--- src/shared/dilp_pkg.sv ---
// Constants and types for the interrupt and low-power controller
package dilp_pkg;
    localparam int NUM_SRC = 12;
    localparam int STACK_DEPTH = 12;
    localparam logic [13:0] VEC_RESET = 14'h0000;
    localparam logic [13:0] VEC_PWRDN = 14'h002c;
    localparam logic [13:0] VEC_BASE = 14'h0004;
    localparam logic [13:0] VEC_STEP = 14'h0004;
    // Source indices, highest priority first
    localparam int SRC_PWRDN = 0;
    localparam int SRC_PSA = 1;
    localparam int SRC_LVL1 = 2;
    localparam int SRC_LVL0 = 3;
    localparam int SRC_SP0_TX = 4;
    localparam int SRC_SP0_RX = 5;
    localparam int SRC_EDGE = 6;
    localparam int SRC_BYTE_DMA_PORT = 7;
    localparam int SRC_SP1_TX = 8;
    localparam int SRC_SP1_RX = 9;
    localparam int SRC_TIMER = 10;
    localparam int MASKABLE = 11;
    // Register port addresses
    localparam logic [3:0] ADDR_MASK = 4'h0;
    localparam logic [3:0] ADDR_CTRL = 4'h1;
    localparam logic [3:0] ADDR_FC = 4'h2;
    localparam logic [3:0] ADDR_STAT = 4'h3;
    localparam logic [3:0] ADDR_PEND = 4'h4;
    localparam logic [3:0] ADDR_IDLE = 4'h5;
    localparam logic [3:0] ADDR_PWR = 4'h6;
    localparam logic [3:0] ADDR_SP = 4'h7;
    // Control register fields
    localparam int CTRL_SENSE_A = 0;
    localparam int CTRL_SENSE_ALT0 = 1;
    localparam int CTRL_SENSE_ALT1 = 2;
    localparam int CTRL_NEST = 3;
    localparam int CTRL_SP1_ALT = 4;
    localparam int CTRL_GEN = 5;
    localparam int CTRL_OSC_OFF = 6;
    localparam int CTRL_CTX_RESET = 7;
    localparam logic [7:0] CTRL_RESET = 8'h20;
    // Force/clear register: bits 10:0 force, bits 26:16 clear
    localparam int FC_CLR_LSB = 16;
    localparam int PWR_FORCE_BIT = 0;
    localparam int PWR_WAKE_BIT = 1;
    // Times at 200 MHz, input clock period 10 ns (half instruction rate)
    localparam int CLK_MHZ = 200;
    localparam int MASTER_CLOCK_INPUT_PERIOD_NS = 10;
    localparam int RECOVER_MASTER_CLOCK_INPUT = 400;
    localparam int OSC_WAIT_MASTER_CLOCK_INPUT = 4096;
    localparam int RECOVER_CYC = RECOVER_MASTER_CLOCK_INPUT * MASTER_CLOCK_INPUT_PERIOD_NS * CLK_MHZ / 1000;
    localparam int OSC_WAIT_CYC = OSC_WAIT_MASTER_CLOCK_INPUT * MASTER_CLOCK_INPUT_PERIOD_NS * CLK_MHZ / 1000;
    localparam logic [2:0] DIV_CODE_NONE = 3'h0;
    localparam logic [2:0] DIV_CODE_16 = 3'h1;
    localparam logic [2:0] DIV_CODE_128 = 3'h4;
    localparam logic [7:0] DIV_BASE = 8'h08;
    typedef enum logic [2:0] {
        PS_RUN = 3'b000,
        PS_IDLE = 3'b001,
        PS_DOWN = 3'b010,
        PS_WAKE = 3'b011,
        PS_SLOW_EXIT = 3'b100
    } dilp_pstate_t;
endpackage

--- src/rtl/dilp_ctrl.sv ---
// Interrupt prioritiser, nesting, idle and power-down sequencer
//
// Notes on behaviour
// - Eleven sources plus reset; ten maskable sources share the mask.
// - Four dedicated pins; serial port 1 alternate adds two pins, flag in/out.
// - Fixed priority: power-down, pin A, level 1, level 0, serial 0, edge, DMA, serial 1, timer.
// - Reset vector 0000, power-down 002C, others 0004 to 0028 by four.
// - Pin A and alternate pins selectable edge or level in control register.
// - Level pins always level sensitive; edge pin always edge sensitive.
// - Mask gates each request; highest unmasked wins; power-down ignores mask.
// - Control bit chooses nested preemption or sequential servicing.
// - All interrupts blocked one cycle after a mask register write.
// - Write-only force/clear register sets or clears pending requests.
// - Status pushed and popped on a twelve-level on-chip stack.
// - Global enable gates all servicing including power-down; enabled after reset.
// - Resume within 400 input clocks after leaving power-down.
// - With oscillator off, wait about 4096 input clocks before resuming.
// - Power-down started by request pin or software force bit.
// - Power-down interrupt precedes dormancy; usable as nonmaskable edge interrupt.
// - Context bit picks saved state or cleared context on wake.
// - Reset ends power-down.
// - Acknowledge output asserted once power-down actually entered.
// - Idle waits for an unmasked interrupt, then continues after idle.
// - DMA and autobuffer cycle steals continue while idle.
// - Slow idle divides the internal clock by the idle operand; here the operand is a code and the divisor is 8 shifted left by it.
// - Divisor 16, 32, 64 or 128; peripheral clocks follow; none means standard.
// - Slow idle exits within divisor cycles of an enabled interrupt.
//
// The address map and strobed register access were decided locally.
`timescale 1ns/1ps
`default_nettype none
module dilp_ctrl
    import dilp_pkg::*;
(
    input wire logic clk,
    input wire logic arst_n,
    input wire logic [3:0] addr,
    input wire logic [31:0] wdata,
    input wire logic wr_en,
    input wire logic rd_en,
    output logic [31:0] rdata,
    input wire logic prog_sense_int_pin_a_n,
    input wire logic level_int_pin_0_n,
    input wire logic level_int_pin_1_n,
    input wire logic edge_int_pin_n,
    input wire logic alt_int_pin_0_n,
    input wire logic alt_int_pin_1_n,
    input wire logic alt_flag_in,
    input wire logic power_down_request_pin_n,
    input wire logic sp0_tx_req,
    input wire logic sp0_rx_req,
    input wire logic sp1_tx_req,
    input wire logic sp1_rx_req,
    input wire logic byte_dma_port_req,
    input wire logic timer_req,
    input wire logic flag_out_value,
    input wire logic int_return,
    input wire logic [15:0] status_in,
    output logic [15:0] status_out,
    output logic int_take,
    output logic [13:0] int_vector,
    output logic alt_flag_out,
    output logic alt_flag_in_seen,
    output logic power_down_ack_pin,
    output logic ctx_clear,
    output logic core_run,
    output logic clk_en,
    output logic stack_overflow
);
    typedef struct packed {
        logic [10:0] mask;
        logic [7:0] ctrl;
        logic mask_block;
        logic [11:0] active;
        logic [STACK_DEPTH-1:0][15:0] stack;
        logic [3:0] sp;
        dilp_pstate_t ps;
        logic [2:0] div_code;
        logic [7:0] div_cnt;
        logic [13:0] wait_cnt;
        logic pwd_pin_prev_n;
        logic pwd_pend;
        logic pwd_force;
        logic pwd_active;
        logic [31:0] rdata;
        logic [15:0] status_out;
        logic int_take;
        logic [13:0] int_vector;
        logic alt_flag_out;
        logic alt_flag_in_seen;
        logic ack;
        logic ctx_clear;
        logic core_run;
        logic clk_en;
        logic ovf;
    } dilp_st_t;
    dilp_st_t st_reg;
    dilp_st_t st_next;

    logic [10:0] raw_req;
    logic [10:0] pend_req;
    logic [10:0] fc_force;
    logic [10:0] fc_clear;
    logic [10:0] serviced;
    logic [2:0] sense_edge_a;
    logic sp1_alt;
    logic [3:0] win_idx;
    logic win_valid;
    logic [7:0] div_len;
    logic [13:0] wake_len;
    logic fc_wr;

    assign sp1_alt = st_reg.ctrl[CTRL_SP1_ALT];
    assign fc_wr = wr_en && (addr == ADDR_FC);
    assign fc_force = fc_wr ? wdata[MASKABLE-1:0] : 11'h000;
    assign fc_clear = fc_wr ? wdata[FC_CLR_LSB +: MASKABLE] : 11'h000;
    assign sense_edge_a = {st_reg.ctrl[CTRL_SENSE_ALT1], st_reg.ctrl[CTRL_SENSE_ALT0],
        st_reg.ctrl[CTRL_SENSE_A]};

    // Pin-sourced requests; pin A sense programmable, fixed sense on the others
    dilp_sense u_psa (.clk(clk), .arst_n(arst_n), .req_n(prog_sense_int_pin_a_n),
        .edge_mode(sense_edge_a[0]), .force_set(fc_force[SRC_PSA-1]),
        .clear(fc_clear[SRC_PSA-1] || serviced[SRC_PSA-1]), .request(pend_req[SRC_PSA-1]));
    dilp_sense u_lvl1 (.clk(clk), .arst_n(arst_n), .req_n(level_int_pin_1_n),
        .edge_mode(1'b0), .force_set(fc_force[SRC_LVL1-1]),
        .clear(fc_clear[SRC_LVL1-1] || serviced[SRC_LVL1-1]), .request(pend_req[SRC_LVL1-1]));
    dilp_sense u_lvl0 (.clk(clk), .arst_n(arst_n), .req_n(level_int_pin_0_n),
        .edge_mode(1'b0), .force_set(fc_force[SRC_LVL0-1]),
        .clear(fc_clear[SRC_LVL0-1] || serviced[SRC_LVL0-1]), .request(pend_req[SRC_LVL0-1]));
    dilp_sense u_edge (.clk(clk), .arst_n(arst_n), .req_n(edge_int_pin_n),
        .edge_mode(1'b1), .force_set(fc_force[SRC_EDGE-1]),
        .clear(fc_clear[SRC_EDGE-1] || serviced[SRC_EDGE-1]), .request(pend_req[SRC_EDGE-1]));
    // Serial port 1 lines double as alternate pins
    dilp_sense u_sp1tx (.clk(clk), .arst_n(arst_n),
        .req_n(sp1_alt ? alt_int_pin_1_n : !sp1_tx_req),
        .edge_mode(sp1_alt ? sense_edge_a[2] : 1'b1), .force_set(fc_force[SRC_SP1_TX-1]),
        .clear(fc_clear[SRC_SP1_TX-1] || serviced[SRC_SP1_TX-1]),
        .request(pend_req[SRC_SP1_TX-1]));
    dilp_sense u_sp1rx (.clk(clk), .arst_n(arst_n),
        .req_n(sp1_alt ? alt_int_pin_0_n : !sp1_rx_req),
        .edge_mode(sp1_alt ? sense_edge_a[1] : 1'b1), .force_set(fc_force[SRC_SP1_RX-1]),
        .clear(fc_clear[SRC_SP1_RX-1] || serviced[SRC_SP1_RX-1]),
        .request(pend_req[SRC_SP1_RX-1]));
    // Internal peripheral pulses latched as edges
    dilp_sense u_sp0tx (.clk(clk), .arst_n(arst_n), .req_n(!sp0_tx_req), .edge_mode(1'b1),
        .force_set(fc_force[SRC_SP0_TX-1]),
        .clear(fc_clear[SRC_SP0_TX-1] || serviced[SRC_SP0_TX-1]),
        .request(pend_req[SRC_SP0_TX-1]));
    dilp_sense u_sp0rx (.clk(clk), .arst_n(arst_n), .req_n(!sp0_rx_req), .edge_mode(1'b1),
        .force_set(fc_force[SRC_SP0_RX-1]),
        .clear(fc_clear[SRC_SP0_RX-1] || serviced[SRC_SP0_RX-1]),
        .request(pend_req[SRC_SP0_RX-1]));
    dilp_sense u_byte_dma_port (.clk(clk), .arst_n(arst_n), .req_n(!byte_dma_port_req), .edge_mode(1'b1),
        .force_set(fc_force[SRC_BYTE_DMA_PORT-1]),
        .clear(fc_clear[SRC_BYTE_DMA_PORT-1] || serviced[SRC_BYTE_DMA_PORT-1]), .request(pend_req[SRC_BYTE_DMA_PORT-1]));
    dilp_sense u_tmr (.clk(clk), .arst_n(arst_n), .req_n(!timer_req), .edge_mode(1'b1),
        .force_set(fc_force[SRC_TIMER-1]),
        .clear(fc_clear[SRC_TIMER-1] || serviced[SRC_TIMER-1]),
        .request(pend_req[SRC_TIMER-1]));
    assign pend_req[MASKABLE-1] = 1'b0;
    assign raw_req = pend_req;

    // Priority pick over power-down plus masked sources
    always_comb begin
        logic [11:0] cand;
        logic [11:0] higher;
        cand = {1'b0, raw_req[9:0] & st_reg.mask[9:0], st_reg.pwd_pend};
        higher = 12'hfff;
        win_idx = 4'h0;
        win_valid = 1'b0;
        for (int i = NUM_SRC - 1; i >= 0; i--) begin
            if (cand[i]) begin
                win_idx = 4'(i);
                win_valid = 1'b1;
            end
        end
        // Nested mode: only higher than any running handler; sequential: none running
        for (int i = 0; i < NUM_SRC; i++) begin
            if (st_reg.active[i]) begin
                higher = higher & ((12'h001 << i) - 12'h001);
            end
        end
        if (st_reg.active != 12'h000) begin
            if (!st_reg.ctrl[CTRL_NEST] || !higher[win_idx]) begin
                win_valid = 1'b0;
            end
        end
    end

    assign div_len = DIV_BASE << st_reg.div_code;
    assign wake_len = st_reg.ctrl[CTRL_OSC_OFF] ? 14'(OSC_WAIT_CYC) : 14'(RECOVER_CYC);

    always_comb begin
        logic take;
        logic idle_cmd;
        st_next = st_reg;
        serviced = 11'h000;
        st_next.int_take = 1'b0;
        st_next.ctx_clear = 1'b0;
        st_next.rdata = 32'h0000_0000;
        st_next.mask_block = 1'b0;
        st_next.pwd_pin_prev_n = power_down_request_pin_n;
        idle_cmd = 1'b0;
        take = 1'b0;
        // Power-down request: pin falling edge or software force
        if ((st_reg.pwd_pin_prev_n && !power_down_request_pin_n) || st_reg.pwd_force) begin
            st_next.pwd_pend = 1'b1;
        end
        st_next.pwd_force = 1'b0;
        if (wr_en) begin
            unique case (addr)
                ADDR_MASK: begin
                    st_next.mask = wdata[MASKABLE-1:0];
                    st_next.mask_block = 1'b1;
                end
                ADDR_CTRL: st_next.ctrl = wdata[7:0];
                ADDR_IDLE: idle_cmd = 1'b1;
                ADDR_PWR: begin
                    st_next.pwd_force = wdata[PWR_FORCE_BIT];
                    // Entering dormancy only from the power-down handler
                    if (wdata[PWR_WAKE_BIT] && st_reg.pwd_active) begin
                        st_next.ps = PS_DOWN;
                    end
                end
                default: ;
            endcase
        end
        if (rd_en) begin
            unique case (addr)
                ADDR_MASK: st_next.rdata = {21'h0, st_reg.mask};
                ADDR_CTRL: st_next.rdata = {24'h0, st_reg.ctrl};
                ADDR_STAT: st_next.rdata = {17'h0, st_reg.ps, st_reg.active};
                ADDR_PEND: st_next.rdata = {20'h0, raw_req, st_reg.pwd_pend};
                ADDR_IDLE: st_next.rdata = {29'h0, st_reg.div_code};
                ADDR_SP: st_next.rdata = {28'h0, st_reg.sp};
                default: st_next.rdata = 32'h0000_0000;
            endcase
        end
        // Mask-write block and global enable gate everything
        take = win_valid && st_reg.ctrl[CTRL_GEN] && !st_reg.mask_block
            && (st_reg.ps == PS_RUN || st_reg.ps == PS_IDLE);
        if (int_return && st_reg.sp != 4'h0) begin
            st_next.sp = st_reg.sp - 4'h1;
            st_next.status_out = st_reg.stack[st_reg.sp - 4'h1];
            for (int i = 0; i < NUM_SRC; i++) begin
                if (st_reg.active[i]) begin
                    st_next.active = st_reg.active & ~(12'h001 << i);
                    break;
                end
            end
            if (st_reg.active[SRC_PWRDN]) begin
                st_next.pwd_active = 1'b0;
            end
        end else if (take) begin
            st_next.int_take = 1'b1;
            st_next.active = st_reg.active | (12'h001 << win_idx);
            st_next.int_vector = VEC_BASE + 14'(win_idx - 4'h1) * VEC_STEP;
            if (win_idx == 4'(SRC_PWRDN)) begin
                st_next.int_vector = VEC_PWRDN;
                st_next.pwd_pend = 1'b0;
                st_next.pwd_active = 1'b1;
            end else begin
                serviced = 11'(1) << (win_idx - 4'h1);
            end
            if (st_reg.sp == 4'(STACK_DEPTH)) begin
                st_next.ovf = 1'b1;
            end else begin
                st_next.stack[st_reg.sp] = status_in;
                st_next.sp = st_reg.sp + 4'h1;
            end
        end
        // Low-power sequencer; DMA requests keep latching throughout
        unique case (st_reg.ps)
            PS_RUN: begin
                st_next.clk_en = 1'b1;
                if (idle_cmd) begin
                    st_next.ps = PS_IDLE;
                    st_next.core_run = 1'b0;
                    st_next.div_code = (wdata[2:0] > DIV_CODE_128) ? DIV_CODE_NONE : wdata[2:0];
                    st_next.div_cnt = 8'h00;
                end
            end
            PS_IDLE: begin
                // Divided clock enable for core, serial, output and timer
                if (st_reg.div_code == DIV_CODE_NONE) begin
                    st_next.clk_en = 1'b1;
                end else begin
                    st_next.div_cnt = (st_reg.div_cnt + 8'h01 == div_len) ? 8'h00
                        : st_reg.div_cnt + 8'h01;
                    st_next.clk_en = (st_reg.div_cnt == 8'h00);
                end
                if (take) begin
                    if (st_reg.div_code == DIV_CODE_NONE) begin
                        st_next.ps = PS_RUN;
                        st_next.core_run = 1'b1;
                    end else begin
                        st_next.ps = PS_SLOW_EXIT;
                    end
                end
            end
            PS_SLOW_EXIT: begin
                // Resume at next divided tick, within divisor cycles
                st_next.div_cnt = st_reg.div_cnt + 8'h01;
                st_next.clk_en = 1'b0;
                if (st_reg.div_cnt + 8'h01 >= div_len) begin
                    st_next.ps = PS_RUN;
                    st_next.core_run = 1'b1;
                    st_next.clk_en = 1'b1;
                end
            end
            PS_DOWN: begin
                st_next.ack = 1'b1;
                st_next.core_run = 1'b0;
                st_next.clk_en = 1'b0;
                if (!power_down_request_pin_n || (wr_en && addr == ADDR_PWR
                    && !wdata[PWR_WAKE_BIT])) begin
                    st_next.ps = PS_WAKE;
                    st_next.wait_cnt = 14'h0000;
                end
            end
            PS_WAKE: begin
                st_next.ack = 1'b0;
                st_next.wait_cnt = st_reg.wait_cnt + 14'h0001;
                if (st_reg.wait_cnt + 14'h0001 >= wake_len) begin
                    st_next.ps = PS_RUN;
                    st_next.core_run = 1'b1;
                    st_next.clk_en = 1'b1;
                    st_next.ctx_clear = st_reg.ctrl[CTRL_CTX_RESET];
                    if (st_reg.ctrl[CTRL_CTX_RESET]) begin
                        st_next.int_vector = VEC_RESET;
                        st_next.int_take = 1'b1;
                        st_next.sp = 4'h0;
                        st_next.active = 12'h000;
                        st_next.pwd_active = 1'b0;
                    end
                end
            end
        endcase
        st_next.alt_flag_out = sp1_alt ? flag_out_value : 1'b0;
        st_next.alt_flag_in_seen = sp1_alt ? alt_flag_in : 1'b0;
    end

    // Reset ends power-down and restarts at the reset vector
    always_ff @(posedge clk or negedge arst_n) begin
        if (!arst_n) begin
            st_reg <= '0;
            st_reg.ctrl <= CTRL_RESET;
            st_reg.ps <= PS_RUN;
            st_reg.pwd_pin_prev_n <= 1'b1;
            st_reg.core_run <= 1'b1;
            st_reg.clk_en <= 1'b1;
            st_reg.int_vector <= VEC_RESET;
        end else begin
            st_reg <= st_next;
        end
    end

    assign rdata = st_reg.rdata;
    assign status_out = st_reg.status_out;
    assign int_take = st_reg.int_take;
    assign int_vector = st_reg.int_vector;
    assign alt_flag_out = st_reg.alt_flag_out;
    assign alt_flag_in_seen = st_reg.alt_flag_in_seen;
    assign power_down_ack_pin = st_reg.ack;
    assign ctx_clear = st_reg.ctx_clear;
    assign core_run = st_reg.core_run;
    assign clk_en = st_reg.clk_en;
    assign stack_overflow = st_reg.ovf;
endmodule
`default_nettype wire

--- src/rtl/dilp_sense.sv ---
// Edge or level sensing with a latched pending flag for one request input
`timescale 1ns/1ps
`default_nettype none
module dilp_sense
    import dilp_pkg::*;
(
    input wire logic clk,
    input wire logic arst_n,
    input wire logic req_n,
    input wire logic edge_mode,
    input wire logic force_set,
    input wire logic clear,
    output logic request
);
    typedef struct packed {
        logic prev_n;
        logic pend;
    } dilp_sense_st_t;
    dilp_sense_st_t st_reg;
    dilp_sense_st_t st_next;
    always_comb begin
        st_next = st_reg;
        st_next.prev_n = req_n;
        if (clear) begin
            st_next.pend = 1'b0;
        end
        // Set wins over a clear in the same cycle
        if (force_set || (edge_mode && st_reg.prev_n && !req_n)) begin
            st_next.pend = 1'b1;
        end
    end
    always_ff @(posedge clk or negedge arst_n) begin
        if (!arst_n) begin
            st_reg <= '{prev_n: 1'b1, pend: 1'b0};
        end else begin
            st_reg <= st_next;
        end
    end
    assign request = edge_mode ? st_reg.pend : (!req_n || st_reg.pend);
endmodule
`default_nettype wire

--- config.mk ---
export PLATFORM = sky130hd
export DESIGN_NAME = dilp_ctrl
export DESIGN_NICKNAME = d
export VERILOG_FILES = /design/src/shared/dilp_pkg.sv /design/src/rtl/dilp_ctrl.sv /design/src/rtl/dilp_sense.sv
export SDC_FILE = /design/constraint.sdc
export NUM_CORES = 1
export LEC_CHECK = 0
export BUFFER_PORTS_ARGS = -buffer_cell sky130_fd_sc_hd__buf_2
export CORE_MARGIN = 1.5
export CORE_UTILIZATION = 30
export CTS_CLUSTER_SIZE = 20
export DETAILED_ROUTE_END_ITERATION = 10
export PLACE_DENSITY_LB_ADDON = 0.2
export SLEW_MARGIN = 5
export SYNTH_ARGS = -nofsm -noshare
export SYNTH_HDL_FRONTEND = slang
export SYNTH_SLANG_ARGS = --single-unit
--- constraint.sdc ---
create_clock -name clk -period 3.75 [get_ports clk]
set_input_delay 0.1875 -clock clk [delete_from_list [all_inputs] [get_ports clk]]
set_output_delay 0.1875 -clock clk [all_outputs]
set_load 0.02 [all_outputs]
==> impl_metrics.ini, run 1 <==
[synthesis]
synth_area_leaders = dfrtp_1, mux2_2, mux4_2, mux2_4, nand2_1
synth_top_area_cell = dfrtp_1
yosys.area.top_type_share_pct = 48.0
yosys_warnings = 0
ys_seq_elements = 331
avgSynthCellArea_um2 = 12.1
synth.yosys.seq_area_share_pct = 49.9
synth_cell_types = 78
synth_edf_count = 0
synth_area_um2 = 16600
syn_inst = 1374
synth_flop_cell = dfrtp_1
synth_async_sr_flop_share_pct = 100

[setup_path]
crit_start = st_reg[301]
r2r_start = st_reg[301]
path_buf_inv = 2
worstSetupEndpoint = u_sp1tx.st_reg[0]
crit_cells = 12
cp.arrival_ps = 3980
cp.required_ps = 4190
max_stage_delay_ps = 550
end_kind = flop
start_kind = flop
critical_path_peak_fanout = 34
setup.worst_path.class = flop to flop
reg2reg_to = u_sp1tx.st_reg[0]
crit_family = simple AND/OR/NAND/NOR gates
reg2reg_depth = 12
worstPathCellList = or4_4 > or3_4 > nor2_8 > nand3_1 > a21bo_1 > a31oi_2 > or2_2 > and4_2 > buf_12 > and3_1 > o21ai_0 > dlygate4sd3_1
r2r_slack_ps = 210
cp_slowest_cell = dlygate4sd3_1

[clock_network]
root_buffer = clkbuf_16
clk_path_buf_depth = 3
clock_sinks = 331
cts_tree = done
cts.clk_slew.worst_paths_ps = 60
clock_latency_ps = 570
post_cts_buffers = 0
cts_buffers = 40
htree_levels = 2

[timing]
fin_crit_ps = 3540
rsz0062_at_grt = no
max_freq_ghz = 0.283
fin_crit_sh_pct = 94.4
finalHoldViolCount = 0
slew_headroom_pct = 32.8
fin_skew_ps = 17.5
setup_viol = 0
drv_slew = 0
fin_tns_setup_ps = 0
worst_slew_pin_slew_ps = 1010

[die]
die_width_um = 238
die_h_um = 238
io_pins = 142
rows = 86
core_um2 = 55000
start_util_pct = 30.3
dieArea_um2 = 56900

[status]
status = complete, no violations

[detailed_routing]
postRouteAntennaNets = 0
via_per_inst = 4.95
drt_first_pass_iters = 6
wl_per_cell_um = 19.4
drt-total-wl_um = 44100
vias = 11232
drt_iter0_markers = 753
drc = 0

[hold_path]
holdPathStages = 2
hold_path.class = input pin to flop
min_from = status_in[6]

[grt]
grt_max_degree = 102
grt_overflow_total = 0
grt_usage_pct = 15.9
grt_pass1_wl_um = 70500
grt_pass1_vias = 11831
antenna_found_initial = 2

[run]
maxCapViolations = 0

[placement]
hpwl_um = 28000
gp_congestion = 0.816
port_buffers = 113

[final_layout]
layout_commonest_cell = dfrtp_1
drive_above_1_share_pct = 35.7
num-fill-cells = 5485
layout_common_cells = dfrtp_1, mux2_2, nand2_1
fin_util_pct = 35.9
nets = 1582
area_growth_pct = 18.5

[power]
p_leak_nw = 9.15
ir_drop_v = 0.000562
p_per_area_nw_per_um2 = 790
==> repair_timing <==
action / 4_1_cts / 5_1_grt
hold endpoints to repair: 146 / 0
hold buffers: 37 / 0
setup endpoints to repair: 0 / 54
gates resized for setup: 0 / 8
==> where the power goes <==
group / switching, mW / internal [mW] / leakage, nW
registers: 0.855 / 4.79 / 4.30
clock network: 1.61 / 2.46 / 0.675
logic: 3.00 / 2.86 / 4.17
==> worst reg2reg max path: cells and delay by family (launching register included) <==
| family | cells | cell delay (ps) |
|---|---|---|
| flip-flops | 1 | 380 |
| buffers and inverters | 2 | 770 |
| AO/OA/AOI/OAI | 3 | 460 |
| AND/OR/NAND/NOR | 7 | 1810 |
==> final cells by class <==
class                      instances  area (µm²)  area share (%)
clock inverter                    14         211            1.07
sequential                       331        8300            42.1
inverter                          22        82.6           0.419
multi-input combinational        888        7520            38.1
tap                              748         936            4.75
clock buffer                      58        1170            5.93
antenna                            1        2.50          0.0127
timing repair buffer             206        1490            7.57
==> layer usage <==
metal / GRT usage (%) / share of wire (%) / up-vias
li1: - / - / 5177
met1: 22.3 / 48 / 5778
met2: 25.5 / 46 / 206
met3: 2.29 / 3.5 / 69
met4: 4.72 / 2.4 / 2
met5: 0 / 0.018 / -
==> synthesized netlist by cell type (all sizes together) (3+ instances only) <==
cell / number
mux4: 48
a32o: 5
a21bo: 8
nand3: 50
mux2i: 12
buf: 89
nand4: 5
nor3: 11
a22oi: 9
nor2b: 6
nor2: 53
ha: 21
a22o: 7
inv: 22
or3: 3
nand2b: 7
dfstp: 12
nand2: 136
and2: 8
o21bai: 5
o21ai: 66
xnor2: 7
mux2: 210
o31ai: 7
a21oi: 52
and3: 18
clkbuf: 60
nand3b: 4
a32oi: 4
dfrtp: 319
a21o: 6
a221o: 5
nor3b: 6
a311oi: 4
a211oi: 5
a222oi: 6
xor2: 10
a31oi: 31
==> how the worst min path moves through the flow <==
stage | to | slack, ps
floorplan | async pin | -110
CTS | flop | 2
finish | flop | 40
detailed placement | u_edge.st_reg[1] | 310
global placement | st_reg[88] | 300
global route | flop | 30
==> logic make-up (layout without fill, tap and decap cells) <==
group / after synthesis / in the layout / share of synthesized area, %
xor+xnor: 17 / 17 / 0.895
flops: 331 / 331 / 49.9
other cells: 1 / 18 / 0.0225
simple gates: 317 / 317 / 9.55
fa+ha+maj: 21 / 21 / 1.58
buf+inv: 171 / 300 / 5.72
mux: 270 / 270 / 22.6
compound gates: 246 / 246 / 9.78
==> stage by stage <==
step	setup slack [ps]	power [mW]	cells	cell area (µm²)	hold WS [ps]
final	211	15.6	2268	19700	36.0
after global routing	9.97	16.6	2268	19700	33.3
after CTS	116	15.8	2267	19700	2.41
after detailed placement	176	11.5	2158	17900	309
after global placement	204	11.5	2158	17900	297
after floorplan	605	9.80	1390	16700	-108
Note: power is estimated with default switching activity, not from simulation.
==> run 2: changes to the inputs <==
- CELL_PAD_IN_SITES_DETAIL_PLACEMENT: unset -> 1
- CELL_PAD_IN_SITES_GLOBAL_PLACEMENT: unset -> 2
- CORE_MARGIN: 1.5 -> 4
==> run 2 against run 1 <==
Compared with the run above:
- die area rose by 4.2%
- sequential share of layout area fell by 0.053 points
- via count increased by 0.45%
- utilization hardly changed
- clock power is 5% lower
- non-clock buffer count rose by 11
- first-iteration DRC count shrank 32%
- cell count up 0.44%
- fmax decreased by 0.20%
- largest cell class unchanged
- combinational power increased by 2%
- largest power group unchanged
- worst hold slack worse by 1.2 ps
==> impl_metrics.ini, run 2 (same netlist as run 1, synthesis figures left out) <==
[timing]
fin_skew_ps = 18.9
worst_slew_pin_slew_ps = 1140
rsz0062_at_grt = no
fin_crit_ps = 3550
setup_viol = 0
slew_headroom_pct = 23.9
fin_tns_setup_ps = 0
finalHoldViolCount = 0
drv_slew = 0
fin_crit_sh_pct = 94.6
max_freq_ghz = 0.282

[clock_network]
post_cts_buffers = 0
clock_sinks = 331
clock_latency_ps = 560
cts.clk_slew.worst_paths_ps = 60
root_buffer = clkbuf_16
htree_levels = 2
holdBufCountCts = 32
cts_tree = done
ctsResizeCount = 0
cts_buffers = 41
clk_path_buf_depth = 3

[final_layout]
layout_commonest_cell = dfrtp_1
num-fill-cells = 5864
nets = 1594
instances_no_fill = 2278
layout_common_cells = dfrtp_1, mux2_2, nand2_1
drive_above_1_share_pct = 36.0
area_growth_pct = 18.7
fin_util_pct = 35.9

[detailed_routing]
postRouteAntennaNets = 0
drt_first_pass_iters = 5
wl_per_cell_um = 21.0
via_per_inst = 4.95
drt-total-wl_um = 47800
drc = 0
drt_iter0_markers = 512
vias = 11282

[power]
p_int_mw = 10.0
seqPwrFrac_pct = 36.2
ir_drop_v = 0.000509
power.switching_mw = 5.46
swShare_pct = 35.3
clockPowerShare_pct = 25.0
p_leak_nw = 9.20
combinationalPowerShare_pct = 38.8
p_per_area_nw_per_um2 = 784

[die]
io_pins = 142
start_util_pct = 30.3
dieArea_um2 = 59300
rows = 86
die_h_um = 243
core_um2 = 55000
die_width_um = 243

[placement]
hpwl_um = 31200
port_buffers = 113
gp_congestion = 0.766
dp_cells = 2174

[hold_path]
min_from = status_in[3]
hold_path.class = input pin to flop

[setup_path]
r2r_start = u_lvl1.st_reg[0]
worstPathCellList = nand2b_1 > a22oi_1 > a21boi_1 > a21o_1 > o21ai_1 > a32o_1 > a21oi_2 > and4_2 > buf_12 > nand3_4 > buf_12 > mux2_4
max_stage_delay_ps = 400
critical_path_peak_fanout = 13
path_buf_inv = 2
crit_start = u_lvl1.st_reg[0]
cpMostUsedCell = buf_12
cp.required_ps = 4180
end_kind = flop
setup.worst_path.class = flop to flop
crit_family = compound AO/OA/AOI/OAI gates
start_kind = flop
cp_slowest_cell = a21o_1
cp.arrival_ps = 3980

[grt]
grt_pass1_wl_um = 76200
antenna_found_initial = 2
grt_overflow_total = 0
grt_pass1_vias = 12498
grt_max_degree = 102
grt_usage_pct = 16.2

[run]
maxCapViolations = 0

[status]
status = complete, no violations
==> run 2: through the flow <==
step           total power, mW  area (µm²)  hold WS (ps)  setup slack (ps)
2_1_floorplan             9.80       16700          -108               605
3_3_place_gp              11.6       18100           208               278
3_5_place_dp              11.8       18100           222               222
4_1_cts                   15.8       19700          3.79               192
5_1_grt                   16.5       19700          34.7              20.2
6_report                  15.5       19700          34.8               204
==> run 2: area by class of cell <==
type / instances / area [µm²] / share of cell area, %
Inverter: 22 / 82.6 / 0.418
Clock inverter: 9 / 103 / 0.520
Timing Repair Buffer: 217 / 1620 / 8.23
Sequential cell: 331 / 8300 / 42.1
Tap cell: 748 / 936 / 4.74
Multi-Input combinational cell: 888 / 7490 / 38.0
Antenna cell: 2 / 5.00 / 0.0254
Clock buffer: 61 / 1190 / 6.03
==> run 2: layer usage <==
metal	GRT usage [%]	wire length [µm]	vias to the layer above	part of all wire [%]
li1	-	-	5182	-
met1	21.9	22000	5885	46
met2	27.6	23200	161	49
met3	2.44	1580	52	3.3
met4	4.01	959	2	2.0
met5	0	13	-	0.027
==> run 2: power by group through the flow <==
| stage | clock (mW) | combinational [mW] | sequential, mW |
|---|---|---|---|
| 2_1_floorplan | 0 | 4.44 | 5.36 |
| 3_3_place_gp | 0 | 5.99 | 5.59 |
| 3_5_place_dp | 0 | 6.11 | 5.66 |
| 4_1_cts | 4.02 | 6.16 | 5.61 |
| 5_1_grt | 4.16 | 6.61 | 5.78 |
| 6_report | 3.87 | 5.99 | 5.60 |
==> run 2: worst paths after layout <==
path,slack [ps],end,cells past startpoint
max,200,flop,12
min,30,flop,2
max reg2reg,200,flop,12
min reg2reg,480,status_out[11],2
max in group asynchronous,2540,async pin,3
min in group asynchronous,190,st_reg[89],2
==> run 3: changes to the inputs <==
- REMOVE_ABC_BUFFERS: unset -> 1
==> run 3 against run 2 <==
Compared with the run above:
- global-route usage decreased by 0.27 points
- combinational power decreased by 0.8%
- total power increased by 0.85%
- non-clock buffer count decreased by 8
- critical path depth unchanged
- clock-buffer cell count increased by 7
- die area unchanged
- largest power group unchanged
- worst setup slack got worse by 1.9 ps
==> impl_metrics.ini, run 3 (same netlist as run 1, synthesis figures left out) <==
[final_layout]
nets = 1586
design_area_um2 = 19800
area_growth_pct = 18.8
num-fill-cells = 5850
layout_commonest_cell = dfrtp_1
drive_above_1_share_pct = 35.3
instances_no_fill = 2271
layout_common_cells = dfrtp_1, mux2_2, nand2_1
multi_input_area_um2 = 7500
fin_util_pct = 35.9
area.sequential_um2 = 8300

[grt]
grt_overflow_total = 0
met2_usage_pct = 26.3
grt_pass1_wl_um = 74300
antenna_found_initial = 2
gr-usage-met1_pct = 22.1
met3_usage_pct = 2.29
grt_max_degree = 105
grt_pass1_vias = 12025
grt-busiest-layer = met2
grt_usage_pct = 16.0

[die]
rows = 86
io_pins = 142
core_um2 = 55000
dieArea_um2 = 59300
die_h_um = 243
start_util_pct = 30.3
die_width_um = 243

[timing]
fin_crit_ps = 3550
slew_headroom_pct = 24.5
worst_slack_ps = 202
setup_viol = 0
fin_skew_ps = 12.3
fin_crit_sh_pct = 94.6
worst_slew_pin_slew_ps = 1130
rsz0062_at_grt = no
drv_slew = 0
finalHoldViolCount = 0
max_freq_ghz = 0.282
fin_tns_setup_ps = 0
fin_hold_ws_ps = 31.6

[placement]
gp_congestion = 0.766
dp_cells = 2161
port_buffers = 113
dpl_cell_area_um2 = 18000
pre_cts_ws_ps = 75.1
hpwl_um = 30500

[setup_path]
cp_slowest_cell = a22oi_1
end_kind = flop
max_stage_delay_ps = 400
setup.worst_path.class = flop to flop
worstPathCellList = nand2b_1 > a22oi_1 > a21boi_2 > a21o_1 > o21ai_1 > a32o_1 > a21oi_2 > and4_2 > buf_12 > nand3_4 > buf_12 > mux2_4
crit_family = compound AO/OA/AOI/OAI gates
cpMostUsedCell = buf_12
cp.arrival_ps = 3990
path_buf_inv = 2
start_kind = flop
critical_path_peak_fanout = 12
cp.required_ps = 4200

[clock_network]
clk_path_buf_depth = 3
clock_sinks = 331
clock_latency_ps = 570
cts_buffers = 41
root_buffer = clkbuf_16
post_cts_buffers = 0
htree_levels = 2
cts.clk_slew.worst_paths_ps = 60
cts_tree = done

[hold_path]
hold_path.class = input pin to flop

[status]
status = complete, no violations

[power]
p_leak_nw = 9.18
total_power_mw = 15.6
p_per_area_nw_per_um2 = 790
ir_drop_v = 0.000416

[detailed_routing]
postRouteAntennaNets = 0
wl_per_cell_um = 21.0
vias = 11163
drc = 0
drt-total-wl_um = 47600
drt_iter0_markers = 553
via_per_inst = 4.92
drt_first_pass_iters = 5

[run]
maxCapViolations = 0
[run 3: cell type report]
class                      count  share of cell area, %
timing repair buffer         209                   7.98
clock inverter                 4                  0.488
inverter                      22                  0.418
clock buffer                  68                   6.37
multi-input combinational    888                   38.0
sequential                   331                   42.0
tap                          748                   4.74
antenna                        1                 0.0127
[run 3: worst paths after layout]
path	start	end	slack, ps	cells after the start
worst min register to register	power_down_ack_pin	power_down_ack_pin	470	2
max in group asynchronous	arst_n	async pin	2560	3
worst max register to register	u_lvl1.st_reg[0]	flop	200	12
worst min-delay path	status_in[2]	flop	30	2
worst max-delay path	u_lvl1.st_reg[0]	flop	200	12
min in group asynchronous	arst_n	st_reg[88]	170	2
[run 3: where the power goes]
| group | total [mW] | leakage, nW | internal (mW) | switching, mW |
|---|---|---|---|---|
| Clock | 4.02 | 0.659 | 2.42 | 1.60 |
| Combinational | 5.94 | 4.22 | 2.88 | 3.06 |
| Sequential | 5.64 | 4.30 | 4.79 | 0.853 |
[run 3: worst reg2reg max path, delay by kind of cell (launching register included)]
kind	cells	cell delay (ps)
compound gates	6	1590
simple gates	3	740
buf+inv	2	420
flops	1	370
mux	1	310
[run 3: repair_timing]
action	CTS	global route
endpoints found under the hold margin	137	0
gates resized for setup	0	3
setup endpoints to repair	0	34
hold buffers	37	0
[run 3: routing by layer]
| metal | up-vias | routed length (µm) |
|---|---|---|
| li1 | 5155 | - |
| met1 | 5785 | 22400 |
| met2 | 162 | 22700 |
| met3 | 59 | 1470 |
| met4 | 2 | 1120 |
| met5 | - | 7 |
